### config.mk
export PLATFORM = sky130hd
export DESIGN_NAME = gpib_remote_status
export DESIGN_NICKNAME = d
export VERILOG_FILES = /design/src/logic/gpib_status_pkg.sv /design/src/logic/pin_sync.sv /design/src/logic/event_latch.sv /design/src/logic/gpib_remote_status.sv
export SDC_FILE = /design/constraint.sdc
export NUM_CORES = 1
export LEC_CHECK = 0
export BUFFER_PORTS_ARGS = -buffer_cell sky130_fd_sc_hd__buf_2
export CAP_MARGIN = 5
export CORE_ASPECT_RATIO = 0.75
export CORE_MARGIN = 4
export CORE_UTILIZATION = 35
export DETAILED_ROUTE_END_ITERATION = 8
export PLACE_DENSITY_LB_ADDON = 0.05
export SKIP_LAST_GASP = 1
export SYNTH_ARGS = -nofsm -noshare
export SYNTH_HDL_FRONTEND = slang
export SYNTH_SLANG_ARGS = --single-unit
### constraint.sdc
create_clock -name clk -period 5.8 [get_ports clk]
set_input_delay 1.74 -clock clk [delete_from_list [all_inputs] [get_ports clk]]
set_output_delay 1.74 -clock clk [all_outputs]
set_load 0.005 [all_outputs]
### src/logic/gpib_status_pkg.sv
package gpib_status_pkg;
    // ***********************************
    // Register map (APB byte addresses)
    // ***********************************
    localparam logic [7:0] OFF_ADDR = 8'h00;
    localparam logic [7:0] OFF_STATE = 8'h04;
    localparam logic [7:0] OFF_ESR = 8'h08;
    localparam logic [7:0] OFF_ESE = 8'h0c;
    localparam logic [7:0] OFF_OPCOND = 8'h10;
    localparam logic [7:0] OFF_OPEVT = 8'h14;
    localparam logic [7:0] OFF_OPENA = 8'h18;
    localparam logic [7:0] OFF_STB = 8'h1c;
    localparam logic [7:0] OFF_SRE = 8'h20;
    localparam logic [7:0] OFF_CMD = 8'h24;
    localparam logic [7:0] OFF_RESP = 8'h28;

    // ***********************************
    // Reset values
    // ***********************************
    localparam logic [4:0] ADDR_RESET = 5'h01;
    localparam logic [7:0] ESR_RESET = 8'h80;
    localparam logic [7:0] ENA_RESET = 8'h00;

    // ***********************************
    // Field positions
    // ***********************************
    localparam int ESR_PON = 7;
    localparam int ESR_CME = 5;
    localparam int ESR_EXE = 4;
    localparam int ESR_QYE = 2;
    localparam int ESR_OPC = 0;
    localparam int STB_OSB = 7;
    localparam int STB_MSS = 6;
    localparam int STB_ESB = 5;
    localparam int CMDB_CLS = 0;
    localparam int CMDB_OPC = 1;
    localparam int CMDB_CME = 2;
    localparam int CMDB_EXE = 3;
    localparam int CMDB_QYE = 4;

    // ***********************************
    // Multiline interface messages
    // ***********************************
    localparam logic [7:0] MSG_GTL = 8'h01;
    localparam logic [7:0] MSG_SDC = 8'h04;
    localparam logic [7:0] MSG_LLO = 8'h11;
    localparam logic [7:0] MSG_DCL = 8'h14;
    localparam logic [7:0] MSG_SPE = 8'h18;
    localparam logic [7:0] MSG_SPD = 8'h19;
    localparam logic [7:0] MSG_UNL = 8'h3f;
    localparam logic [7:0] MSG_UNT = 8'h5f;
    localparam logic [2:0] GRP_LISTEN = 3'h1;
    localparam logic [2:0] GRP_TALK = 3'h2;

    // Interface state as seen by software
    typedef struct packed {
        logic respPending;
        logic serialPoll;
        logic talker;
        logic listener;
        logic lockout;
        logic remote;
    } ifState_t;

    typedef enum {TX_IDLE, TX_RESP, TX_POLL} txState_t;
endpackage

### src/logic/pin_sync.sv
// Three-stage synchroniser; the output moves once stages two and three agree
module pin_sync
    import gpib_status_pkg::*;
(
    input wire logic clk,
    input wire logic rst,
    input wire logic pin,
    output logic level
);
    logic s1_r;
    logic s2_r;
    logic s3_r;

    // Shift chain
    always_ff @(posedge clk) begin
        if (rst) begin
            s1_r <= 1'b0;
            s2_r <= 1'b0;
            s3_r <= 1'b0;
        end else begin
            s1_r <= pin;
            s2_r <= s1_r;
            s3_r <= s2_r;
        end
    end

    // Accept a new level only when it is stable
    always_ff @(posedge clk) begin
        if (rst) begin
            level <= 1'b0;
        end else if (s2_r == s3_r) begin
            level <= s3_r;
        end
    end
endmodule

### src/logic/event_latch.sv
// Sticky event bits; a set in the clearing cycle wins
module event_latch
    import gpib_status_pkg::*;
#(
    parameter logic [7:0] RESET_VAL = 8'h00
) (
    input wire logic clk,
    input wire logic rst,
    input wire logic [7:0] setBits,
    input wire logic clear,
    output logic [7:0] events
);
    // Latch events, ignore repeats until cleared
    always_ff @(posedge clk) begin
        if (rst) begin
            events <= RESET_VAL;
        end else if (clear) begin
            events <= setBits;
        end else begin
            events <= events | setBits;
        end
    end
endmodule

### src/logic/gpib_remote_status.sv
module gpib_remote_status
    import gpib_status_pkg::*;
(
    input wire logic clk,
    input wire logic rst,
    input wire logic psel,
    input wire logic penable,
    input wire logic pwrite,
    input wire logic [7:0] paddr,
    input wire logic [31:0] pwdata,
    output logic [31:0] prdata,
    output logic pready,
    output logic pslverr,
    input wire logic renPin_n,
    input wire logic ifcPin_n,
    input wire logic atnPin_n,
    input wire logic keyPin,
    input wire logic [7:0] busByte,
    input wire logic busByteValid,
    input wire logic [7:0] opCondition,
    input wire logic talkReady,
    output logic [7:0] talkData,
    output logic talkValid,
    output logic srqDrive,
    output logic remoteLed,
    output logic keypadEnable
);
    // ***********************************
    // Pin synchronisers
    // ***********************************
    logic renLow;
    logic ifcLow;
    logic atnLow;
    logic keyLevel;
    pin_sync uRen (.clk(clk), .rst(rst), .pin(~renPin_n), .level(renLow));
    pin_sync uIfc (.clk(clk), .rst(rst), .pin(~ifcPin_n), .level(ifcLow));
    pin_sync uAtn (.clk(clk), .rst(rst), .pin(~atnPin_n), .level(atnLow));
    pin_sync uKey (.clk(clk), .rst(rst), .pin(keyPin), .level(keyLevel));

    logic renPrev_r;
    logic keyPrev_r;
    logic renRise;
    logic renFall;
    logic keyEdge;

    // Edge history of the clean levels
    always_ff @(posedge clk) begin
        if (rst) begin
            renPrev_r <= 1'b0;
            keyPrev_r <= 1'b0;
        end else begin
            renPrev_r <= renLow;
            keyPrev_r <= keyLevel;
        end
    end
    assign renRise = renLow && !renPrev_r;
    assign renFall = !renLow && renPrev_r;
    assign keyEdge = keyLevel && !keyPrev_r;

    // ***********************************
    // Multiline command decode
    // ***********************************
    ifState_t st_r;
    logic [4:0] addr_r;
    logic cmdValid;
    logic lloHit;
    logic dclHit;
    logic sdcHit;
    logic gtlHit;
    logic speHit;
    logic spdHit;
    logic mlaHit;
    logic mtaHit;
    logic clearHit;

    assign cmdValid = busByteValid && atnLow;
    assign lloHit = cmdValid && busByte == MSG_LLO;
    assign dclHit = cmdValid && busByte == MSG_DCL;
    assign speHit = cmdValid && busByte == MSG_SPE;
    assign spdHit = cmdValid && busByte == MSG_SPD;
    assign sdcHit = cmdValid && st_r.listener && busByte == MSG_SDC;
    assign gtlHit = cmdValid && st_r.listener && busByte == MSG_GTL;
    assign mlaHit = cmdValid && busByte == {GRP_LISTEN, addr_r};
    assign mtaHit = cmdValid && busByte == {GRP_TALK, addr_r};
    assign clearHit = dclHit || sdcHit;

    // ***********************************
    // APB slave
    // ***********************************
    logic setupPh;
    logic accessDone;
    logic wrDone;
    logic rdDone;
    logic mapped;
    logic [7:0] esr;
    logic [7:0] opEvt;
    logic [7:0] ese_r;
    logic [7:0] opEna_r;
    logic [7:0] sre_r;
    logic [7:0] stb;
    logic [7:0] resp_r;
    logic esrSummary;
    logic opSummary;
    logic mss;
    logic [31:0] rdMux;

    assign setupPh = psel && !penable;
    assign accessDone = psel && penable && pready;
    assign wrDone = accessDone && pwrite;
    assign rdDone = accessDone && !pwrite;

    // Decode of the mapped offsets
    always_comb begin
        case (paddr)
            OFF_ADDR, OFF_STATE, OFF_ESR, OFF_ESE, OFF_OPCOND, OFF_OPEVT,
            OFF_OPENA, OFF_STB, OFF_SRE, OFF_CMD, OFF_RESP: mapped = 1'b1;
            default: mapped = 1'b0;
        endcase
    end

    // Read data selection
    always_comb begin
        rdMux = 32'h0;
        case (paddr)
            OFF_ADDR: rdMux[4:0] = addr_r;
            OFF_STATE: rdMux[5:0] = st_r;
            OFF_ESR: rdMux[7:0] = esr;
            OFF_ESE: rdMux[7:0] = ese_r;
            OFF_OPCOND: rdMux[7:0] = opCondition;
            OFF_OPEVT: rdMux[7:0] = opEvt;
            OFF_OPENA: rdMux[7:0] = opEna_r;
            OFF_STB: rdMux[7:0] = stb;
            OFF_SRE: rdMux[7:0] = sre_r;
            default: rdMux = 32'h0;
        endcase
    end

    // No wait states: ready in the first access cycle
    always_ff @(posedge clk) begin
        if (rst) begin
            pready <= 1'b0;
            pslverr <= 1'b0;
            prdata <= 32'h0;
        end else begin
            pready <= setupPh;
            pslverr <= setupPh && !mapped;
            prdata <= (setupPh && !pwrite) ? rdMux : 32'h0;
        end
    end

    // Writable configuration registers
    always_ff @(posedge clk) begin
        if (rst) begin
            addr_r <= ADDR_RESET;
            ese_r <= ENA_RESET;
            opEna_r <= ENA_RESET;
            sre_r <= ENA_RESET;
        end else if (wrDone) begin
            case (paddr)
                OFF_ADDR: addr_r <= pwdata[4:0];
                OFF_ESE: ese_r <= pwdata[7:0];
                OFF_OPENA: opEna_r <= pwdata[7:0];
                OFF_SRE: sre_r <= pwdata[7:0];
                default: ;
            endcase
        end
    end

    // ***********************************
    // Status system
    // ***********************************
    logic clsHit;
    logic esrRead;
    logic [7:0] esrSet;
    logic [7:0] opSet;
    logic [7:0] opCondPrev_r;

    assign clsHit = wrDone && paddr == OFF_CMD && pwdata[CMDB_CLS];
    assign esrRead = rdDone && paddr == OFF_ESR;

    // Firmware reported events land on their fixed bits
    always_comb begin
        esrSet = 8'h0;
        if (wrDone && paddr == OFF_CMD) begin
            esrSet[ESR_OPC] = pwdata[CMDB_OPC];
            esrSet[ESR_CME] = pwdata[CMDB_CME];
            esrSet[ESR_EXE] = pwdata[CMDB_EXE];
            esrSet[ESR_QYE] = pwdata[CMDB_QYE];
        end
    end

    // Operation events fire on rising condition bits
    always_ff @(posedge clk) begin
        if (rst) begin
            opCondPrev_r <= 8'h0;
        end else begin
            opCondPrev_r <= opCondition;
        end
    end
    assign opSet = opCondition & ~opCondPrev_r;

    // Power-on bit starts set
    event_latch #(.RESET_VAL(ESR_RESET)) uEsr (
        .clk(clk), .rst(rst), .setBits(esrSet),
        .clear(esrRead || clsHit), .events(esr));
    event_latch #(.RESET_VAL(ENA_RESET)) uOpEvt (
        .clk(clk), .rst(rst), .setBits(opSet),
        .clear(clsHit), .events(opEvt));

    // Summaries and the live status byte
    assign esrSummary = |(esr & ese_r);
    assign opSummary = |(opEvt & opEna_r);
    always_comb begin
        stb = 8'h0;
        stb[STB_ESB] = esrSummary;
        stb[STB_OSB] = opSummary;
        stb[STB_MSS] = mss;
    end
    // Built from the summaries alone so the status byte has no loop through its own bit 6
    assign mss = (opSummary && sre_r[STB_OSB]) || (esrSummary && sre_r[STB_ESB]);

    // Service request line
    always_ff @(posedge clk) begin
        if (rst) begin
            srqDrive <= 1'b0;
        end else begin
            srqDrive <= mss;
        end
    end

    // ***********************************
    // Remote/local and lockout
    // ***********************************
    always_ff @(posedge clk) begin
        if (rst) begin
            st_r.remote <= 1'b0;
        end else if (renFall) begin
            st_r.remote <= 1'b0;
        end else if (renRise) begin
            st_r.remote <= 1'b1;
        end else if (gtlHit) begin
            st_r.remote <= 1'b0;
        end else if (keyEdge && !st_r.lockout) begin
            st_r.remote <= ~st_r.remote;
        end
    end

    // Lockout holds until REN is released
    always_ff @(posedge clk) begin
        if (rst) begin
            st_r.lockout <= 1'b0;
        end else if (renFall) begin
            st_r.lockout <= 1'b0;
        end else if (lloHit) begin
            st_r.lockout <= 1'b1;
        end
    end

    // Panel indicator and keypad gate
    always_ff @(posedge clk) begin
        if (rst) begin
            remoteLed <= 1'b0;
            keypadEnable <= 1'b1;
        end else begin
            remoteLed <= st_r.remote;
            keypadEnable <= !st_r.remote && !st_r.lockout;
        end
    end

    // ***********************************
    // Addressing and serial poll
    // ***********************************
    always_ff @(posedge clk) begin
        if (rst || ifcLow) begin
            st_r.listener <= 1'b0;
            st_r.talker <= 1'b0;
        end else if (mlaHit) begin
            st_r.listener <= 1'b1;
            st_r.talker <= 1'b0;
        end else if (mtaHit) begin
            st_r.talker <= 1'b1;
            st_r.listener <= 1'b0;
        end else if (cmdValid && busByte == MSG_UNL) begin
            st_r.listener <= 1'b0;
        end else if (cmdValid && busByte == MSG_UNT) begin
            st_r.talker <= 1'b0;
        end
    end

    logic pollSent_r;
    always_ff @(posedge clk) begin
        if (rst || ifcLow || spdHit) begin
            st_r.serialPoll <= 1'b0;
        end else if (speHit) begin
            st_r.serialPoll <= 1'b1;
        end
    end

    // ***********************************
    // Talker: responses and poll byte
    // ***********************************
    txState_t tx_r;
    logic abort;
    logic respWr;
    logic taken;

    assign abort = ifcLow || clearHit;
    assign respWr = wrDone && paddr == OFF_RESP;
    assign taken = talkValid && talkReady;

    // Pending response; a newer query replaces it
    always_ff @(posedge clk) begin
        if (rst || abort) begin
            st_r.respPending <= 1'b0;
            resp_r <= 8'h0;
        end else if (respWr) begin
            st_r.respPending <= 1'b1;
            resp_r <= pwdata[7:0];
        end else if (taken && tx_r == TX_RESP) begin
            st_r.respPending <= 1'b0;
        end
    end

    // Poll byte goes out once per poll session
    always_ff @(posedge clk) begin
        if (rst || speHit || spdHit || abort) begin
            pollSent_r <= 1'b0;
        end else if (taken && tx_r == TX_POLL) begin
            pollSent_r <= 1'b1;
        end
    end

    // Talker state machine
    always_ff @(posedge clk) begin
        if (rst || abort) begin
            tx_r <= TX_IDLE;
            talkValid <= 1'b0;
            talkData <= 8'h0;
        end else begin
            case (tx_r)
                TX_IDLE: begin
                    if (st_r.talker && st_r.serialPoll && !pollSent_r) begin
                        tx_r <= TX_POLL;
                        talkValid <= 1'b1;
                        talkData <= stb;
                    end else if (st_r.talker && !st_r.serialPoll && st_r.respPending) begin
                        tx_r <= TX_RESP;
                        talkValid <= 1'b1;
                        talkData <= resp_r;
                    end
                end
                TX_RESP: begin
                    if (respWr) begin
                        talkData <= pwdata[7:0];
                    end else if (taken) begin
                        tx_r <= TX_IDLE;
                        talkValid <= 1'b0;
                    end
                end
                TX_POLL: begin
                    if (taken) begin
                        tx_r <= TX_IDLE;
                        talkValid <= 1'b0;
                    end
                end
                default: begin
                    tx_r <= TX_IDLE;
                    talkValid <= 1'b0;
                end
            endcase
        end
    end
endmodule

Word level (Yosys, flattened, before mapping)
Cells that the tools add are included.

Output and inout port bits: 46. Logic and storage cells: 198. Flip-flop bits (word level): 164. Input port bits: 67.

Eq/ne operators: 32. Muxes and demuxes: 33. Bitwise logic cells: 11. Reductions and logical operators: 78.

Operator list (count): two-way mux 32 bit (4); case mux 32 bit (3 select lines) (1); equality test 32 x 2 -> 1 bit, second input constant (2); equality test 8 x 5 -> 1 bit, second input constant (8); two-way mux 8 bit (5); case mux 5 bit (8 select lines) (1); logical AND 1 bit (37); equality test 32 x 1 -> 1 bit, second input constant (1); equality test 32 x 3 -> 1 bit, second input constant (1); equality test 8 x 6 -> 1 bit, second input constant (4); logical NOT 32 bit (1); AND 8 bit (3); equality test 8 x 3 -> 1 bit, second input constant (2); equality test 8 x 4 -> 1 bit, second input constant (2); two-way mux 1 bit (16); case mux 8 bit (2 select lines) (1); OR reduction 8 bit (2); case mux 2 bit (7 select lines) (1); AND reduction 2 bit (6); OR reduction 11 bit (1); logical NOT 1 bit (10); logical OR 1 bit (10); equality test 8 x 1 -> 1 bit, second input constant (1); equality test 8 x 6 -> 1 bit (1); 17 further kinds (33).

Logic depth before layout (Yosys ltp)
Depth in word-level cells: 7. Mapped depth: 8.

Hierarchy
Synthesis repeated with hierarchy kept, for this count alone.

Cells, all modules: 608. Area, all modules: 5173.7 sq um.

Modules (own cells, without submodules): gpib_remote_status (area an instance 4121.5 sq um, times used 1, sequential area each 1561.5 sq um, cells an instance 502); pin_sync (area an instance 112.6 sq um, times used 4, sequential area each 80.1 sq um, cells an instance 10); event_latch (uOpEvt) (area an instance 304.0 sq um, times used 1, sequential area each 160.2 sq um, cells an instance 33); event_latch (uEsr) (area an instance 297.8 sq um, times used 1, sequential area each 160.2 sq um, cells an instance 33).

Worst setup path after synthesis
No wires, ideal clock.

Path type: in2reg. From: in paddr[0]. To: reg talkData[3]. Buffers on the path: 3. Path slack: 2.099 ns. Cell stages on the path: 8. Data arrival time: 3.622 ns. Cells stage by stage: clkbuf_1 or4b_1 buf_2 or4_4 a22oi_4 buf_6 nor2_1 a211oi_2.

Word-level cells in the longest chain between the ends: 4.

RTL lines: start, declared (line gpib_remote_status.sv:9) `input wire logic [7:0] paddr,`; equality test 8 x 6 -> 1 bit (line gpib_remote_status.sv:308) `assign respWr = wrDone && paddr == OFF_RESP;`; logical AND 1 bit (line gpib_remote_status.sv:308); != test 2 bit (no line); AND reduction 3 bit (no line); end signal, assigned (line gpib_remote_status.sv:345) `talkData <= stb;`; end signal, assigned (line gpib_remote_status.sv:349) `talkData <= resp_r;`; end signal, assigned (line gpib_remote_status.sv:354) `talkData <= pwdata[7:0];`; end, declared (line gpib_remote_status.sv:22) `output logic [7:0] talkData,`.

No other way between the ends. A chain may end at the register's enable or synchronous reset.

Worst setup path after layout
From: in paddr[4]. To: reg uOpEvt.events[3].

Word-level cells in the longest chain between the ends: 4.

RTL lines: equality test 8 x 6 -> 1 bit (line gpib_remote_status.sv:178) `assign clsHit = wrDone && paddr == OFF_CMD && pwdata[CMDB_CLS];`; logical AND 1 bit (2 in series) (line gpib_remote_status.sv:178); two-way mux 8 bit (line event_latch.sv:17) `end else if (clear) begin`; end signal, assigned (line event_latch.sv:18) `events <= setBits;`; end signal, assigned (line event_latch.sv:20) `events <= events | setBits;`; end, declared (line event_latch.sv:11) `output logic [7:0] events`.

No other way between the ends.

==> run metrics <==
Hold Vio Cnt, Final=0; Congestion Overflow GR=0; Crit. End Element=register; P&R area growth vs syn=14.4%; top-area cell type share of the netlist area=45.8%; Placed Area=5050 um2; Total Routing Usage GR=17.1%; gpl congestion=0.863; multi-input logic area=2260 um2; crit path launch=paddr[4]; worst skew pair latency=0.35 ns; Detailed Route Iter0 Violations=289; Placed Cells=749; Pwr per Cell Area=279 nW/um2; RSZ-0062 raised after global routing=no; share of post-route cells with drive strength above 1=16.3%; Vias=3,987; CTS root buffer=clkbuf_16; top cell family by delay on the critical path=simple AND/OR/NAND/NOR gates; sequential cell area fraction in the yosys report=45.8%; final design utilization=41.1%; Critical R2R Launch=tx_r[1]; maximum VDD drop=0.000161 V; CTS tree=done; Post-Syn Area=4680 um2; Setup WS pre-CTS=1.69 ns; syn_area_per_cell=8.76 um2; worst path cell trace=buf_2 > or4b_1 > nor3_1 > a21oi_1 > a22o_1; crit-path max cell delay=0.71 ns; # rows=36; relative slew slack=41.4%; Final Cycle Share=65.3%; Tot Pwr=1.49 mW; n_diodes=0; worst path arrival time=4.02 ns; maxcap violations=0; Final Critical Period=3.78 ns; worst hold path type=reg2reg; Vias/cell=5.21; Primary FF master, synth=dfxtp_1; vias in the first global route=3,731; startpoint types=input pin; Clock Path Buffers=2; die area=15,300 um2; FF+latch area=2140 um2; post-route worst setup slack=2.02 ns; Clock Sink Count=107; Die X=142 um; Max Fclk=264 MHz; Post-DP HPWL=9.38 mm; Initial Util=35.9%; Yosys reg bits=107; postcts setup bufs=0; IO Count=113; Worst EP required=6.04 ns; total CTS buffers=9; CTS Hold Bufs=0; post-CTS resize count=0; WL final=12.8 mm; fin area=5360 um2; hold_sp=opCondPrev_r[5]; Antenna Nets Post-Route=0; LEAKAGE=2.04 nW; Post-synth ARST share=0%; worst slew pin tran=0.874 ns; setup TNS=0 ns; TritonRoute pass-1 iters=6; outcome=finished, final reports clean; Worst Clk Skew=0.00983 ns; Layout Nets=659; first-pass GRT wire length=20.3 mm; port buffer count=64; Reg clk slew, reported paths=0.06 ns; synth unique cells=56; Hold Slack=0.412 ns; Post-synth EDFFs=0; post-route insts no fill=765; Post-Synthesis Cells=534; Crit Path Class=in2reg; Yosys Warn Count=0; largest net degree at the start of global routing=42; wire length per cell=16.7 um; Crit Path Max Fanout=8; top cells by count, synth=dfxtp_1 (107), nand2_1 (51), nor2_1 (48); leading area contributor after synthesis=dfxtp_1; CP bufs+invs=1; max-slew violations=0; final setup vio count=0; Fillers=1,318; DRC viols=0; initial antenna violation count=0; depth of the CTS H-tree=3; top post-synthesis cells by area=dfxtp_1 (46%), a22oi_1 (5.0%), a21oi_1 (4.9%); most common cell in the netlist=dfxtp_1; critical path's slowest cell=or4b_1; core footprint=13,000 um2; die height=108 um
## cells by family (layout without fill, tap and decap cells)
| kind of cell | Yosys count | in the layout | synth area share (%) |
|---|---|---|---|
| muxes | 12 | 12 | 2.57 |
| adders and majority gates | 4 | 4 | 1.02 |
| AOI/OAI and AO/OA | 131 | 131 | 19.1 |
| and+or+nand+nor | 204 | 204 | 22.4 |
| DFF | 107 | 107 | 45.8 |
| xor gates and xnor gates | 6 | 6 | 1.12 |
| other | 1 | 24 | 0.0801 |
| buffers and inverters | 69 | 106 | 7.86 |
## report_power, final
group | switching, mW | internal (mW) | total [mW]
logic | 0.0662 | 0.0383 | 0.105
registers | 0.0104 | 0.753 | 0.763
clock network | 0.266 | 0.359 | 0.626
## sequential cells by signal, summed over array words and instances (netlist names), 2 cells and up
register	count
sre_r	8
opCondPrev_r	8
addr_r	5
talkData	8
prdata	8
tx_r	2
uOpEvt.events	8
opEna_r	8
uEsr.events	5
st_r	6
ese_r	8
resp_r	8
## final cells by class
| type | count | share of cell area [%] |
|---|---|---|
| flip-flops and latches | 107 | 40.0 |
| well taps | 171 | 4.00 |
| clock inverters | 3 | 0.864 |
| repair buffers | 69 | 6.68 |
| multi-input cells | 381 | 42.1 |
| clock buffers | 13 | 4.86 |
| inverters | 21 | 1.47 |
## final timing paths
| check | cells past startpoint | to | slack (ns) |
|---|---|---|---|
| worst max register to register | 7 | talkData[6] | 3.20 |
| worst min-delay path | 1 | uOpEvt.events[5] | 0.41 |
| worst max-delay path | 5 | uOpEvt.events[3] | 2.02 |
| worst min register to register | 1 | uOpEvt.events[5] | 0.41 |
## per-layer routing
metal	up-vias	GRT usage [%]	wire [um]
li1	1975	-	-
met3	10	5.84	890
met2	117	24.8	5480
met1	1885	24.7	6300
met5	-	0	0
met4	0	3.63	103
## placed cells by master, fill, tap and decap left out, types with 2 or more instances in the layout
cell,Yosys,final
nor4b_1,4,4
nor3b_1,2,2
a222oi_1,6,6
buf_4,24,5
a31oi_1,3,3
nor3_1,6,6
inv_1,21,21
o21a_1,4,4
and2_1,6,6
nand4_1,3,3
clkbuf_8,0,2
or4_1,5,5
a21o_1,2,2
ha_1,3,3
nor3_2,4,4
nand2_1,51,51
a211oi_1,5,5
dfxtp_1,107,107
clkbuf_1,16,2
or4b_2,2,2
or4b_1,2,2
nor4_1,6,6
a22o_1,9,9
a22oi_1,31,31
nand3_1,32,32
nor2_1,48,48
a21oi_1,46,46
a211oi_2,2,2
and3_1,6,6
buf_2,2,64
nor2b_1,21,21
clkbuf_16,0,9
mux2i_1,12,12
conb_1,1,24
o21ai_0,12,12
xnor2_1,5,5
Power figures use the tool's default switching activity.
